==> src/hdl/srw_pkg.sv <==
// Package for the supervisory reset and watchdog block.
// Assumes a single 40 MHz system clock.
package srw_pkg;
  // ----------------------------------------------------------------
  // Time base
  // ----------------------------------------------------------------
  localparam int CLK_PERIOD_PS       = 25000;   // 40 MHz
  // Manual input low time that must produce a reset
  localparam int MANUAL_MIN_LOW_NS   = 1000;
  // Manual input glitch length that must be ignored
  localparam int MANUAL_GLITCH_NS    = 100;
  // Shortest strobe pulse that still counts as a service
  localparam int STROBE_MIN_PULSE_NS = 50;
  // Debounce qualify count: above the glitch, at most the minimum low time
  localparam int MANUAL_QUAL_CYC     = (MANUAL_GLITCH_NS * 1000 + CLK_PERIOD_PS - 1) / CLK_PERIOD_PS + 1;
  // Watchdog period and reset hold period defaults
  localparam int WATCHDOG_PERIOD_MS  = 1600;
  localparam int RESET_HOLD_MS       = 140;
  localparam longint WATCHDOG_PERIOD_CYC = longint'(WATCHDOG_PERIOD_MS) * 1000000000 / CLK_PERIOD_PS;
  localparam longint RESET_HOLD_CYC      = (longint'(RESET_HOLD_MS) * 1000000000 + CLK_PERIOD_PS - 1)
                                           / CLK_PERIOD_PS;
  // Width of the long counters
  localparam int CNT_W               = 32;
  // Output stage variants
  localparam int OUT_LOW_ONLY        = 0;
  localparam int OUT_COMPLEMENTARY   = 1;
  // Reset state machine
  typedef enum logic [1:0] {
    SRW_ASSERT = 2'b01,
    SRW_IDLE   = 2'b10
  } srw_state_type;
endpackage : srw_pkg

==> src/hdl/srw_debounce.sv <==
// Debounce filter for an active-low level input.
// Assumes the input is already synchronous to clk_sys.
`timescale 1ns/100ps
module srw_debounce #(
  parameter int QUAL_CYC = 5
) (
  input  wire logic clk_sys,
  input  wire logic nrst,
  input  wire logic level_in,
  output logic      level_out
);
  localparam int CW = $clog2(QUAL_CYC + 1);
  logic [CW-1:0] cnt_reg;

  // ----------------------------------------------------------------
  // Filter
  // ----------------------------------------------------------------
  // Output follows the input only after it has been stable QUAL_CYC cycles
  always_ff @(posedge clk_sys or negedge nrst) begin
    if (!nrst) begin
      cnt_reg   <= '0;
      level_out <= 1'b1;
    end else if (level_in == level_out) begin
      cnt_reg <= '0;
    end else if (cnt_reg == CW'(QUAL_CYC - 1)) begin
      cnt_reg   <= '0;
      level_out <= level_in;
    end else begin
      cnt_reg <= cnt_reg + CW'(1);
    end
  end
endmodule : srw_debounce

==> src/hdl/srw_supervisor.sv <==
// Supervisory reset generator with watchdog and manual reset.
// Assumes one free-running clock; nrst comes from a power-on cell only.
//
// Overview of operation
// - Reset is asserted whenever the undervoltage input is high, regardless of the other inputs.
// - A manual reset input held low for at least 1 us produces a reset.
// - The manual input rests high when unconnected, meaning no request.
// - Low glitches on the manual input up to about 100 ns are ignored and the input is debounced.
// - With the watchdog fitted, a strobe held at one level for the whole watchdog period causes reset.
// - Any strobe edge clears the watchdog timer, and any reset also clears it.
// - Reset is asserted for undervoltage, manual request or watchdog expiry.
// - Reset stays asserted for the hold period after the last request ends, then deasserts.
// - Outputs are either active-low only or complementary low and high carrying the same state.
// - Manual and watchdog functions are each enabled by a build parameter.
// - The watchdog timer is held cleared while reset is asserted.
// - A disable input stops watchdog expiry from ever causing reset.
// - Strobe pulses of 50 ns or more are seen as a service.
`timescale 1ns/100ps
module srw_supervisor #(
  parameter int          OUT_VARIANT  = srw_pkg::OUT_COMPLEMENTARY,
  parameter bit          HAS_MANUAL   = 1'b1,
  parameter bit          HAS_WATCHDOG = 1'b1,
  parameter logic [31:0] WDOG_CYC     = 32'(srw_pkg::WATCHDOG_PERIOD_CYC),
  parameter logic [31:0] HOLD_CYC     = 32'(srw_pkg::RESET_HOLD_CYC)
) (
  input  wire logic clk_sys,
  input  wire logic nrst,
  input  wire logic supply_low,
  input  wire logic manual_reset_n,
  input  wire logic watchdog_strobe_in,
  input  wire logic watchdog_disable,
  output logic      reset_out_n,
  output logic      reset_out
);
  localparam int W = srw_pkg::CNT_W;

  srw_pkg::srw_state_type state_reg;
  logic [W-1:0] hold_reg;
  logic [W-1:0] wdog_reg;
  logic         man_s1_reg;
  logic         man_s2_reg;
  logic         wdi_s1_reg;
  logic         wdi_s2_reg;
  logic         wdi_d_reg;
  logic         man_clean;
  logic         man_req;
  logic         wdog_expire;
  logic         strobe_edge;
  logic         request;

  // ----------------------------------------------------------------
  // Input synchronisers
  // ----------------------------------------------------------------
  // Two stages each; manual rests high like a pulled-up pin
  always_ff @(posedge clk_sys or negedge nrst) begin
    if (!nrst) begin
      man_s1_reg <= 1'b1;
      man_s2_reg <= 1'b1;
      wdi_s1_reg <= 1'b0;
      wdi_s2_reg <= 1'b0;
      wdi_d_reg  <= 1'b0;
    end else begin
      man_s1_reg <= manual_reset_n;
      man_s2_reg <= man_s1_reg;
      wdi_s1_reg <= watchdog_strobe_in;
      wdi_s2_reg <= wdi_s1_reg;
      wdi_d_reg  <= wdi_s2_reg;
    end
  end

  // Glitch filter and debounce on the manual input
  srw_debounce #(
    .QUAL_CYC  (srw_pkg::MANUAL_QUAL_CYC)
  ) u_man_db (
    .clk_sys   (clk_sys),
    .nrst      (nrst),
    .level_in  (man_s2_reg),
    .level_out (man_clean)
  );

  // ----------------------------------------------------------------
  // Request combination
  // ----------------------------------------------------------------
  // Any edge is a service; 50 ns spans two clock cycles so it is sampled
  assign strobe_edge = wdi_s2_reg ^ wdi_d_reg;
  assign man_req     = HAS_MANUAL && !man_clean;
  assign wdog_expire = HAS_WATCHDOG && !watchdog_disable
                       && (wdog_reg >= WDOG_CYC - 32'(1)) && !strobe_edge;
  assign request     = supply_low || man_req || wdog_expire;

  // ----------------------------------------------------------------
  // Watchdog timer
  // ----------------------------------------------------------------
  // Cleared by edges and held clear throughout reset
  always_ff @(posedge clk_sys or negedge nrst) begin
    if (!nrst) begin
      wdog_reg <= '0;
    end else if (state_reg == srw_pkg::SRW_ASSERT || request || strobe_edge
                 || !HAS_WATCHDOG || watchdog_disable) begin
      wdog_reg <= '0;
    end else begin
      wdog_reg <= wdog_reg + 32'(1);
    end
  end

  // ----------------------------------------------------------------
  // Reset stretch state machine
  // ----------------------------------------------------------------
  // Hold count reloads while any request stands
  always_ff @(posedge clk_sys or negedge nrst) begin
    if (!nrst) begin
      state_reg <= srw_pkg::SRW_ASSERT;
      hold_reg  <= HOLD_CYC;
    end else begin
      unique case (state_reg)
        srw_pkg::SRW_ASSERT: begin
          if (request) begin
            hold_reg <= HOLD_CYC;
          end else if (hold_reg <= 32'(1)) begin
            state_reg <= srw_pkg::SRW_IDLE;
            hold_reg  <= '0;
          end else begin
            hold_reg <= hold_reg - 32'(1);
          end
        end
        srw_pkg::SRW_IDLE: begin
          if (request) begin
            state_reg <= srw_pkg::SRW_ASSERT;
            hold_reg  <= HOLD_CYC;
          end
        end
        default: begin
          state_reg <= srw_pkg::SRW_ASSERT;
          hold_reg  <= HOLD_CYC;
        end
      endcase
    end
  end

  // ----------------------------------------------------------------
  // Output stage
  // ----------------------------------------------------------------
  // Registered outputs; low-only variant holds the high output at zero
  // In the complementary variant both outputs show the asserted state during nrst, so the pair never disagrees
  always_ff @(posedge clk_sys or negedge nrst) begin
    if (!nrst) begin
      reset_out_n <= 1'b0;
      reset_out   <= (OUT_VARIANT == srw_pkg::OUT_COMPLEMENTARY);
    end else begin
      reset_out_n <= !(request || state_reg == srw_pkg::SRW_ASSERT);
      reset_out   <= (OUT_VARIANT == srw_pkg::OUT_COMPLEMENTARY)
                     && (request || state_reg == srw_pkg::SRW_ASSERT);
    end
  end
endmodule : srw_supervisor

==> config.mk <==
export PLATFORM = sky130hd
export DESIGN_NAME = srw_supervisor
export DESIGN_NICKNAME = d
export VERILOG_FILES = /design/src/hdl/srw_pkg.sv /design/src/hdl/srw_debounce.sv /design/src/hdl/srw_supervisor.sv
export SDC_FILE = /design/constraint.sdc
export NUM_CORES = 1
export LEC_CHECK = 0
export BUFFER_PORTS_ARGS = -buffer_cell sky130_fd_sc_hd__buf_4
export CAP_MARGIN = 0
export CORE_UTILIZATION = 40
export DETAILED_ROUTE_END_ITERATION = 8
export GPL_TIMING_DRIVEN = 0
export PLACE_DENSITY = 0.54
export SLEW_MARGIN = 25
export SYNTH_ARGS = -nofsm -noshare
export SYNTH_HDL_FRONTEND = slang
export SYNTH_SLANG_ARGS = --single-unit
export TNS_END_PERCENT = 50
==> constraint.sdc <==
create_clock -name clk_sys -period 3.2 [get_ports clk_sys]
set_clock_uncertainty 0.05 [all_clocks]
set_input_delay 0.32 -clock clk_sys [delete_from_list [all_inputs] [get_ports clk_sys]]
set_output_delay 0.32 -clock clk_sys [all_outputs]
set_load 0.02 [all_outputs]
==> results of run 1 <==
==> area by class of cell <==
cell class	instances	share of cell area
tap	133	0.0372
timing repair buffer	9	0.0171
multi-input combinational	327	0.448
clock inverter	6	0.00812
inverter	7	0.00588
buffer	17	0.0179
clock buffer	10	0.0308
sequential	77	0.435
==> kinds of logic after synthesis <==
family / after synthesis
DFF: 77
adders and majority gates: 5
xor gates and xnor gates: 25
and+or+nand+nor: 205
other: 1
buffers and inverters: 24
AOI/OAI and AO/OA: 83
muxes: 3
==> power by group through the flow <==
stage	Sequential (mW)	Clock (mW)	Combinational, mW
after floorplan	1.09	0	0.373
after global placement	1.10	0	0.497
after detailed placement	1.10	0	0.497
after CTS	1.09	0.704	0.500
after global routing	1.10	0.733	0.562
final	1.09	0.674	0.507
==> cell usage in the layout, fill, tap and decap left out, drive strengths merged, types with 12 or more instances in the layout <==
cell type  instances
nand2             39
xor2              13
nor4              14
a21oi             26
xnor2             12
dfstp             14
nand3             21
nor2              50
a31oi             15
dfrtp             63
nor3              15
nand4             13
clkbuf            24
==> worst max-delay path, cell delays in order (launching register included) <==
cell     delay [ns]
dfrtp_1        0.42
nor4_1         0.54
nand4_1        0.46
o41a_1         0.62
buf_2          0.26
a22oi_1        0.18
a21oi_1        0.09
==> how the worst min path moves through the flow <==
stage / from / endpoint
6_report: manual_reset_n / man_s1_reg
5_1_grt: manual_reset_n / man_s1_reg
4_1_cts: watchdog_strobe_in / wdi_s1_reg
3_5_place_dp: wdi_s1_reg / wdi_s2_reg
3_3_place_gp: wdi_s1_reg / wdi_s2_reg
2_1_floorplan: nrst / hold_reg[0]
==> metrics by stage <==
stage	setup WS, ns	utilization	area [µm²]
final	0.434	0.457	4470
after floorplan	0.823	-	4050
after global placement	0.457	0.437	4270
after detailed placement	0.478	0.437	4270
after CTS	0.456	0.455	4450
after global routing	0.239	0.457	4470
==> cells in the mapped netlist (3+ instances only) <==
library cell and number:
nand4_1 13, a21oi_1 26, o21bai_1 9, ha_1 5
or3_1 8, dfrtp_1 63, xor2_1 13, or4_1 8
xnor2_1 12, nand2_1 39, nand2b_1 6, a31oi_1 15
nor2b_1 6, clkbuf_1 14, dfstp_2 14, o211ai_1 3
and3_1 5, o21ai_0 3, nand3b_1 5, nand3_1 21
nor2_1 50, nor3_1 14, nor4_1 14, o31ai_1 4
inv_1 7
==> per-layer routing <==
| metal | vias up | global-route usage | routed length [µm] |
|---|---|---|---|
| li1 | 1593 | - | - |
| met1 | 1556 | 0.295 | 4660 |
| met2 | 98 | 0.269 | 3980 |
| met3 | 7 | 0.0376 | 512 |
| met4 | 0 | 0.0593 | 89 |
| met5 | - | 0 | 0 |
==> timing repair <==
item	4_1_cts	5_1_grt
hold buffers	0	2
resized for setup	0	0
hold endpoints to repair	0	12
==> metrics, run 1 <==
last element of the critical path=hold_reg[23]; worst slew pin tran=0.890 ns; crit path launch type=register; drt pass-1 iters=4; Avg Synthesized Cell Area=9.54 µm²; smallest hold slack=0.0254 ns; overall track demand over capacity in global routing=0.192; number of diodes=0; dominant cells by area after synthesis=dfrtp_1, dfstp_2, nor2_1; overall power=2.27 mW; flip-flop and latch area=1940 µm²; category of the most critical setup path=register to register; area taken by multi-input logic gates=2000 µm²; number of remaining DRC errors=0; Post-Layout Cell Count=586; Final #Nets=459; register-to-register setup slack=0.43 ns; Clk Tree Root Cell=clkbuf_8; pins over their slew limit=0; Post-Syn Area=4040 µm²; DP Wirelength=6110 µm; post-CTS setup repair buffer count=0; Routed Antenna Nets=0; path class of the lowest-slack min-delay path=input pin to register; Filler Cell Count=990; cell depth of the worst hold path=1; fraction of synthesized area in multiplexers=0.00775; total wirelength of the detailed-routed design=9240 µm; count of final setup violators=0; Longest Clk Path Bufs=2; Maximum Capacitance Violations=0; net switching power=0.746 mW; Starting Density=0.413; relative contribution of the clock network to total power=0.297; EDFF count, synth=0; combinational family with the most area after synthesis=simple AND/OR/NAND/NOR gates; shortest period the worst path allows=2.77 ns; area inside the core boundary=9770 µm²; period utilisation layout=0.864; DR WL/cell=15.8 µm; top achievable clock speed=0.362 GHz; worst reg2reg startpoint=hold_reg[17]; Yosys top cell by area=dfrtp_1; clock net sink count=77; via count of the first global-routing pass=2974; total congestion overflow=0; worst-skew pair later-pin latency=0.36 ns; launch point of the worst path=hold_reg[17]; wire length of the first global-routing pass=15200 µm; sequential fraction of the synthesis area=0.482; Final Hold Vio Count=0; initial antenna violation count=0; Synth Area in Compound Gates=0.143; RD Place Congestion=0.851; worst reg2reg path endpoint=hold_reg[23]; share of power burned in combinational logic=0.224; pwr dens=507 nW/µm²; Iter 0 DRT Violations=174; number of distinct library cell variants in the gate-level netlist after synthesis=60; cell internal power dissipation=1.52 mW; number of cells traversed by the worst register-to-register path=6; fraction of layout cells with a size suffix above 1=0.115; endpoint arrival time on the critical path=2.93 ns; clock tree from TritonCTS=done; leakage power of the design=1.81 nW; post-synthesis share of cell area spent on and, or, nand and nor gates=0.271; DIE HEIGHT=102 µm; run status=finished, final reports clean; parity-gate share of the synthesized area counting xor and xnor cells=0.0543; Setup TNS Final=0 ns; Top-Level Pins=8; endpoint class of the critical path=register; Synth Instances=423; Die X-Extent=102 µm; post-synthesis async set-or-reset flop share=1.00; unrepaired setup endpoints after global routing=no; Relative slew margins=0.407; switching share of total power=0.329; routed vias=3254; peak supply drop=0.184 mV; part of the total power dissipated in sequential elements=0.479; Num CTS Buffers=9; clock transition at the registers of the reported paths=0.08 ns; #FFs+latches synth=77; synthesis-to-finish area growth=10.8%; Total Die Area=10500 µm²; deepest level of the CTS H-tree=3; share of synthesized cell area in full adder, half adder and majority cells=0.0155; buffers added on ports=7; instance count after placement with tap cells included=568; number of placement rows=36; main flop type after synthesis=dfrtp_1; vias per cell=5.55; crit-path max FO=10; Data required, critical path=3.36 ns; area share of the leading cell type in the synthesized netlist=0.391; pin count of the biggest net entering global routing=78; yosys synthesis warning count=0
(Power assumes the default switching activity.)
==> run 2: changes to the inputs <==
- MAX_ROUTING_LAYER: default -> met4
==> run 2 against run 1 <==
  * Critical path depth is the same
  * Non-clock buffer count is the same
  * Sequential cell count is the same
  * Register-to-register slack is essentially flat
  * Design area is the same
  * Largest cell class unchanged
  * Global-route usage grew 0.62 points
  * Fmax is essentially flat
==> metrics, run 2 (synthesis gave the netlist of run 1 again) <==
count of final setup violators=0 (unchanged); DP Wirelength=6110 µm (unchanged); period utilisation layout=0.864 (about the same); worst-skew pair later-pin latency=0.35 ns (about the same); run status=finished, final reports clean; path class of the lowest-slack min-delay path=input pin to register; critical path's slowest cell=o41a_1; Num CTS Buffers=9 (unchanged); Final Worst Setup Slack=0.436 ns (+0.00135 ns); Crit path max-delay family=simple AND/OR/NAND/NOR gates; peak supply drop=0.185 mV (+0.67%); instance count after placement with tap cells included=568 (unchanged); buffers added on ports=7 (unchanged); leakage power of the design=1.81 nW (unchanged); placed cell area=4270 µm² (unchanged); clock tree from TritonCTS=done; category of the most critical setup path=register to register; Total Die Area=10500 µm² (unchanged); endpoint class of the critical path=register; initial antenna violation count=0 (unchanged); overall track demand over capacity in global routing=0.198 (+0.00619); pins over their slew limit=0 (unchanged); worst slew pin tran=0.885 ns (-0.00470 ns); dpl ws=0.478 ns (unchanged); critical path buffer and inverter count=1 (unchanged); pin count of the biggest net entering global routing=78 (unchanged); Relative slew margins=0.410 (+0.00313); Final #Nets=459 (unchanged); Longest Clk Path Bufs=2 (unchanged); fraction of layout cells with a size suffix above 1=0.115 (unchanged); via count of the first global-routing pass=2973 (-0.034%); Routed Antenna Nets=0 (unchanged); Data required, critical path=3.35 ns (about the same); number of placement rows=36 (unchanged); routed vias=3257 (+0.092%); drt pass-1 iters=5 (+1); delay of the slowest cell on the worst path=0.61 ns (about the same); top achievable clock speed=0.362 GHz (about the same); final design area excluding fillers=4470 µm² (unchanged); crit-path max FO=10 (unchanged); Post-Layout Cell Count=586 (unchanged); clock net sink count=77 (unchanged); number of buffers added to fix hold violations after cts=0 (unchanged); shortest period the worst path allows=2.76 ns (-0.00135 ns); vias per cell=5.56 (about the same); deepest level of the CTS H-tree=3 (unchanged); crit path launch type=register; wire length of the first global-routing pass=15200 µm (unchanged); DIE HEIGHT=102 µm (unchanged); pwr dens=506 nW/µm² (-0.28%); Final Hold Vio Count=0 (unchanged); commonest cells after routing, fill and taps aside=dfrtp_1, nor2_1, nand2_1; Clk Tree Root Cell=clkbuf_8; endpoint arrival time on the critical path=2.92 ns (about the same); Maximum Capacitance Violations=0 (unchanged); post-CTS setup repair buffer count=0 (unchanged); Die X-Extent=102 µm (unchanged); most common cell after layout, fill and taps aside=dfrtp_1; total congestion overflow=0 (unchanged); area inside the core boundary=9770 µm² (unchanged); Setup TNS Final=0 ns (unchanged); unrepaired setup endpoints after global routing=no; overall power=2.26 mW (-0.28%); cells resized by post-CTS repair=0 (unchanged); Iter 0 DRT Violations=193 (+11%); Starting Density=0.413 (unchanged); RD Place Congestion=0.865 (+1.6%); DR WL/cell=15.7 µm (-0.45%); synthesis-to-finish area growth=10.8% (unchanged); clock transition at the registers of the reported paths=0.08 ns (about the same); number of remaining DRC errors=0 (unchanged); worst path cell trace=nor4_1 -> nand4_1 -> o41a_1 -> buf_2 -> a22oi_1 -> a21oi_1; number of diodes=0 (unchanged); total wirelength of the detailed-routed design=9200 µm (-0.45%); Top-Level Pins=8 (unchanged)
## run 2: metrics by stage
stage,util,hold WS (ns)
6_report,0.457,0.0317
5_1_grt,0.457,0.00839
4_1_cts,0.455,0.00589
3_5_place_dp,0.437,0.285
3_3_place_gp,0.437,0.284
2_1_floorplan,-,-0.0256
## run 2: layer usage
layer	global-route usage	vias up	wire length (µm)
met5	-	-	0
met4	0.0593	0	99
met3	0.0376	10	444
met2	0.269	102	3940
met1	0.295	1553	4710
li1	-	1592	-
## run 2: where the power goes
part / switching (mW) / internal (mW)
registers: 0.0559 / 1.03
clock network: 0.369 / 0.300
logic: 0.314 / 0.191
total: 0.739 / 1.52
## run 2: area by class of cell
class / instances / area [µm²]
Inverter: 7 / 26.3
Clock inverter: 6 / 36.3
Buffer: 17 / 80.1
Timing Repair Buffer: 9 / 76.3
Multi-Input combinational cell: 327 / 2000
Clock buffer: 10 / 138
Tap cell: 133 / 166
Fill cell: 990 / 5300
Sequential cell: 77 / 1940
## run 2: final timing paths
check	cells past startpoint	from	slack, ns	end
max	6	hold_reg[26]	0.44	hold_reg[23]
min	1	manual_reset_n	0.03	man_s1_reg
max reg2reg	6	hold_reg[26]	0.44	hold_reg[23]
min reg2reg	0	wdi_s1_reg	0.30	wdi_s2_reg
max in group asynchronous	2	nrst	2.10	hold_reg[19]
min in group asynchronous	2	nrst	0.50	hold_reg[4]
==> run 3: changes to the inputs <==
- PLACE_DENSITY: 0.54 -> 0.65
==> run 3 against run 2 <==
  * Core utilization rose by 0.41 points
  * Global-route usage fell by 0.86 points
  * Wire length fell by 3.9%
  * Non-clock buffer count rose by 1
  * Critical path depth did not move
  * Via count rose by 2.4%
  * Total power rose by 4.4%
  * Design area rose by 0.90%
  * Sequential cell count did not move
  * Cell count rose by 0.17%
  * Count of clock-buffer cells in the layout fell by 1
  * Register-to-register slack barely moved
==> metrics, run 3 (synthesis gave the netlist of run 1 again) <==
run status=finished, final reports clean; Setup TNS Final=0 ns (unchanged); crit-path max FO=10 (unchanged); endpoint arrival time on the critical path=2.95 ns (+0.03 ns); Final Hold Vio Count=0 (unchanged); number of placement rows=36 (unchanged); pin count of the biggest net entering global routing=78 (unchanged); DIE HEIGHT=102 µm (unchanged); period utilisation layout=0.866 (+0.00225); Final #Nets=460 (+0.22%); clock tree from TritonCTS=done; Top-Level Pins=8 (unchanged); cell internal power dissipation=1.59 mW (+4.6%); relative contribution of the clock network to total power=0.327 (+0.031); switching share of total power=0.326 (-0.00107); crit path launch type=register; Longest Clk Path Bufs=2 (unchanged); endpoint class of the critical path=register; synthesis-to-finish area growth=11.8%; wire length on met3=482 µm (+8.6%); DR WL/cell=15.0 µm (-4.1%); net switching power=0.770 mW (+4.1%); fraction of layout cells with a size suffix above 1=0.115 (-0.000253); Num CTS Buffers=9 (unchanged); area inside the core boundary=9770 µm² (unchanged); shortest period the worst path allows=2.77 ns (+0.00719 ns); DP Wirelength=5790 µm (-5.2%); launch point of the worst hold path=wdi_s1_reg; total congestion overflow=0 (unchanged); clock net sink count=77 (unchanged); count of final setup violators=0 (unchanged); routed vias=3336 (+2.4%); met2 routed wirelength=4020 µm (+1.9%); number of diodes=0 (unchanged); Die X-Extent=102 µm (unchanged); RD Place Congestion=0.827 (-4.4%); launch point of the worst path=hold_reg[17]; instance count after placement with tap cells included=568 (unchanged); clock transition at the registers of the reported paths=0.08 ns (about the same); Clk Tree Root Cell=clkbuf_8; pwr dens=524 nW/µm² (+3.5%); worst-skew pair later-pin latency=0.37 ns (+0.02 ns); Starting Density=0.413 (unchanged); Routed Antenna Nets=0 (unchanged); wire length of the first global-routing pass=14500 µm (-5.0%); leakage power of the design=1.82 nW (+0.49%); worst reg2reg startpoint=hold_reg[17]; number of remaining DRC errors=0 (unchanged); detailed-routing wirelength on met1=4190 µm (-11%); Post-Layout Cell Count=587 (+0.17%); Relative slew margins=0.414 (+0.00375); Data required, critical path=3.38 ns (+0.03 ns); path class of the lowest-slack min-delay path=register to register; Total Die Area=10500 µm² (unchanged); share of power burned in combinational logic=0.214 (-0.010); deepest level of the CTS H-tree=3 (unchanged); via count of the first global-routing pass=2973 (unchanged); buffers added on ports=7 (unchanged); vias per cell=5.68 (+2.3%); pins over their slew limit=0 (unchanged); peak supply drop=0.203 mV (+9.6%); category of the most critical setup path=register to register; initial antenna violation count=0 (unchanged); most common cell after layout, fill and taps aside=dfrtp_1; worst slew pin tran=0.871 ns (-0.0137 ns); DR top layer=met4; commonest cells after routing, fill and taps aside=dfrtp_1, nor2_1, nand2_1; top achievable clock speed=0.361 GHz (-0.26%); unrepaired setup endpoints after global routing=no; overall track demand over capacity in global routing=0.190 (-0.00859); Iter 0 DRT Violations=219 (+13%); Maximum Capacitance Violations=0 (unchanged); part of the total power dissipated in sequential elements=0.459 (-0.022); total wirelength of the detailed-routed design=8830 µm (-3.9%); drt pass-1 iters=5 (unchanged)
==> run 3: metal layers <==
layer / GRT usage / vias to the layer above
li1: - / 1596
met1: 0.247 / 1647
met2: 0.281 / 81
met3: 0.0513 / 12
met4: 0.0703 / 0
met5: - / -
==> run 3: final cells by class <==
| cell class | count | area, µm² |
|---|---|---|
| Multi-Input combinational cell | 327 | 2000 |
| Clock inverter | 7 | 80.1 |
| Buffer | 17 | 80.1 |
| Tap cell | 133 | 166 |
| Sequential cell | 77 | 1940 |
| Clock buffer | 9 | 124 |
| Timing Repair Buffer | 10 | 86.3 |
| Inverter | 7 | 26.3 |
| Fill cell | 934 | 5260 |
==> run 3: per-stage QoR <==
| stage | total power [mW] | cell area, µm² | worst slack (ns) | util | hold WS, ns |
|---|---|---|---|---|---|
| after global routing | 2.49 | 4510 | 0.288 | 0.461 | 0.319 |
| after detailed placement | 1.59 | 4270 | 0.554 | 0.437 | 0.286 |
| final | 2.36 | 4510 | 0.429 | 0.461 | 0.303 |
| after floorplan | 1.46 | 4050 | 0.823 | - | -0.0256 |
| after CTS | 2.37 | 4500 | 0.533 | 0.460 | 0.0848 |
| after global placement | 1.59 | 4270 | 0.569 | 0.437 | 0.283 |
==> run 3: worst paths after layout <==
kind | endpoint | slack (ns) | cells past startpoint
setup reg to reg | hold_reg[23] | 0.43 | 6
max in group asynchronous | hold_reg[5] | 2.14 | 2
hold / removal | wdi_s2_reg | 0.30 | 0
setup / recovery | hold_reg[23] | 0.43 | 6
min in group asynchronous | wdog_reg[17] | 0.48 | 2
hold reg to reg | wdi_s2_reg | 0.30 | 0
==> run 3: worst max-delay path, cell delays in order, from the launching register on <==
cell and delay (ns):
dfrtp_1 0.42, nor4_1 0.57, nand4_1 0.50, o41a_1 0.61, buf_2 0.24, a22oi_1 0.16, a21oi_1 0.09
==> run 3: what timing repair did <==
action / 4_1_cts / 5_1_grt
endpoints found under the hold margin: 2 / 47
resized for setup: 0 / 0
hold buffers: 2 / 1
buffers inserted: 0 / 0
==> run 3: power by group through the flow <==
stage	sequential (mW)	combinational, mW	clock [mW]
3_5_place_dp	1.10	0.492	0
5_1_grt	1.09	0.559	0.834
2_1_floorplan	1.09	0.373	0
4_1_cts	1.08	0.500	0.789
6_report	1.09	0.505	0.772
3_3_place_gp	1.10	0.490	0
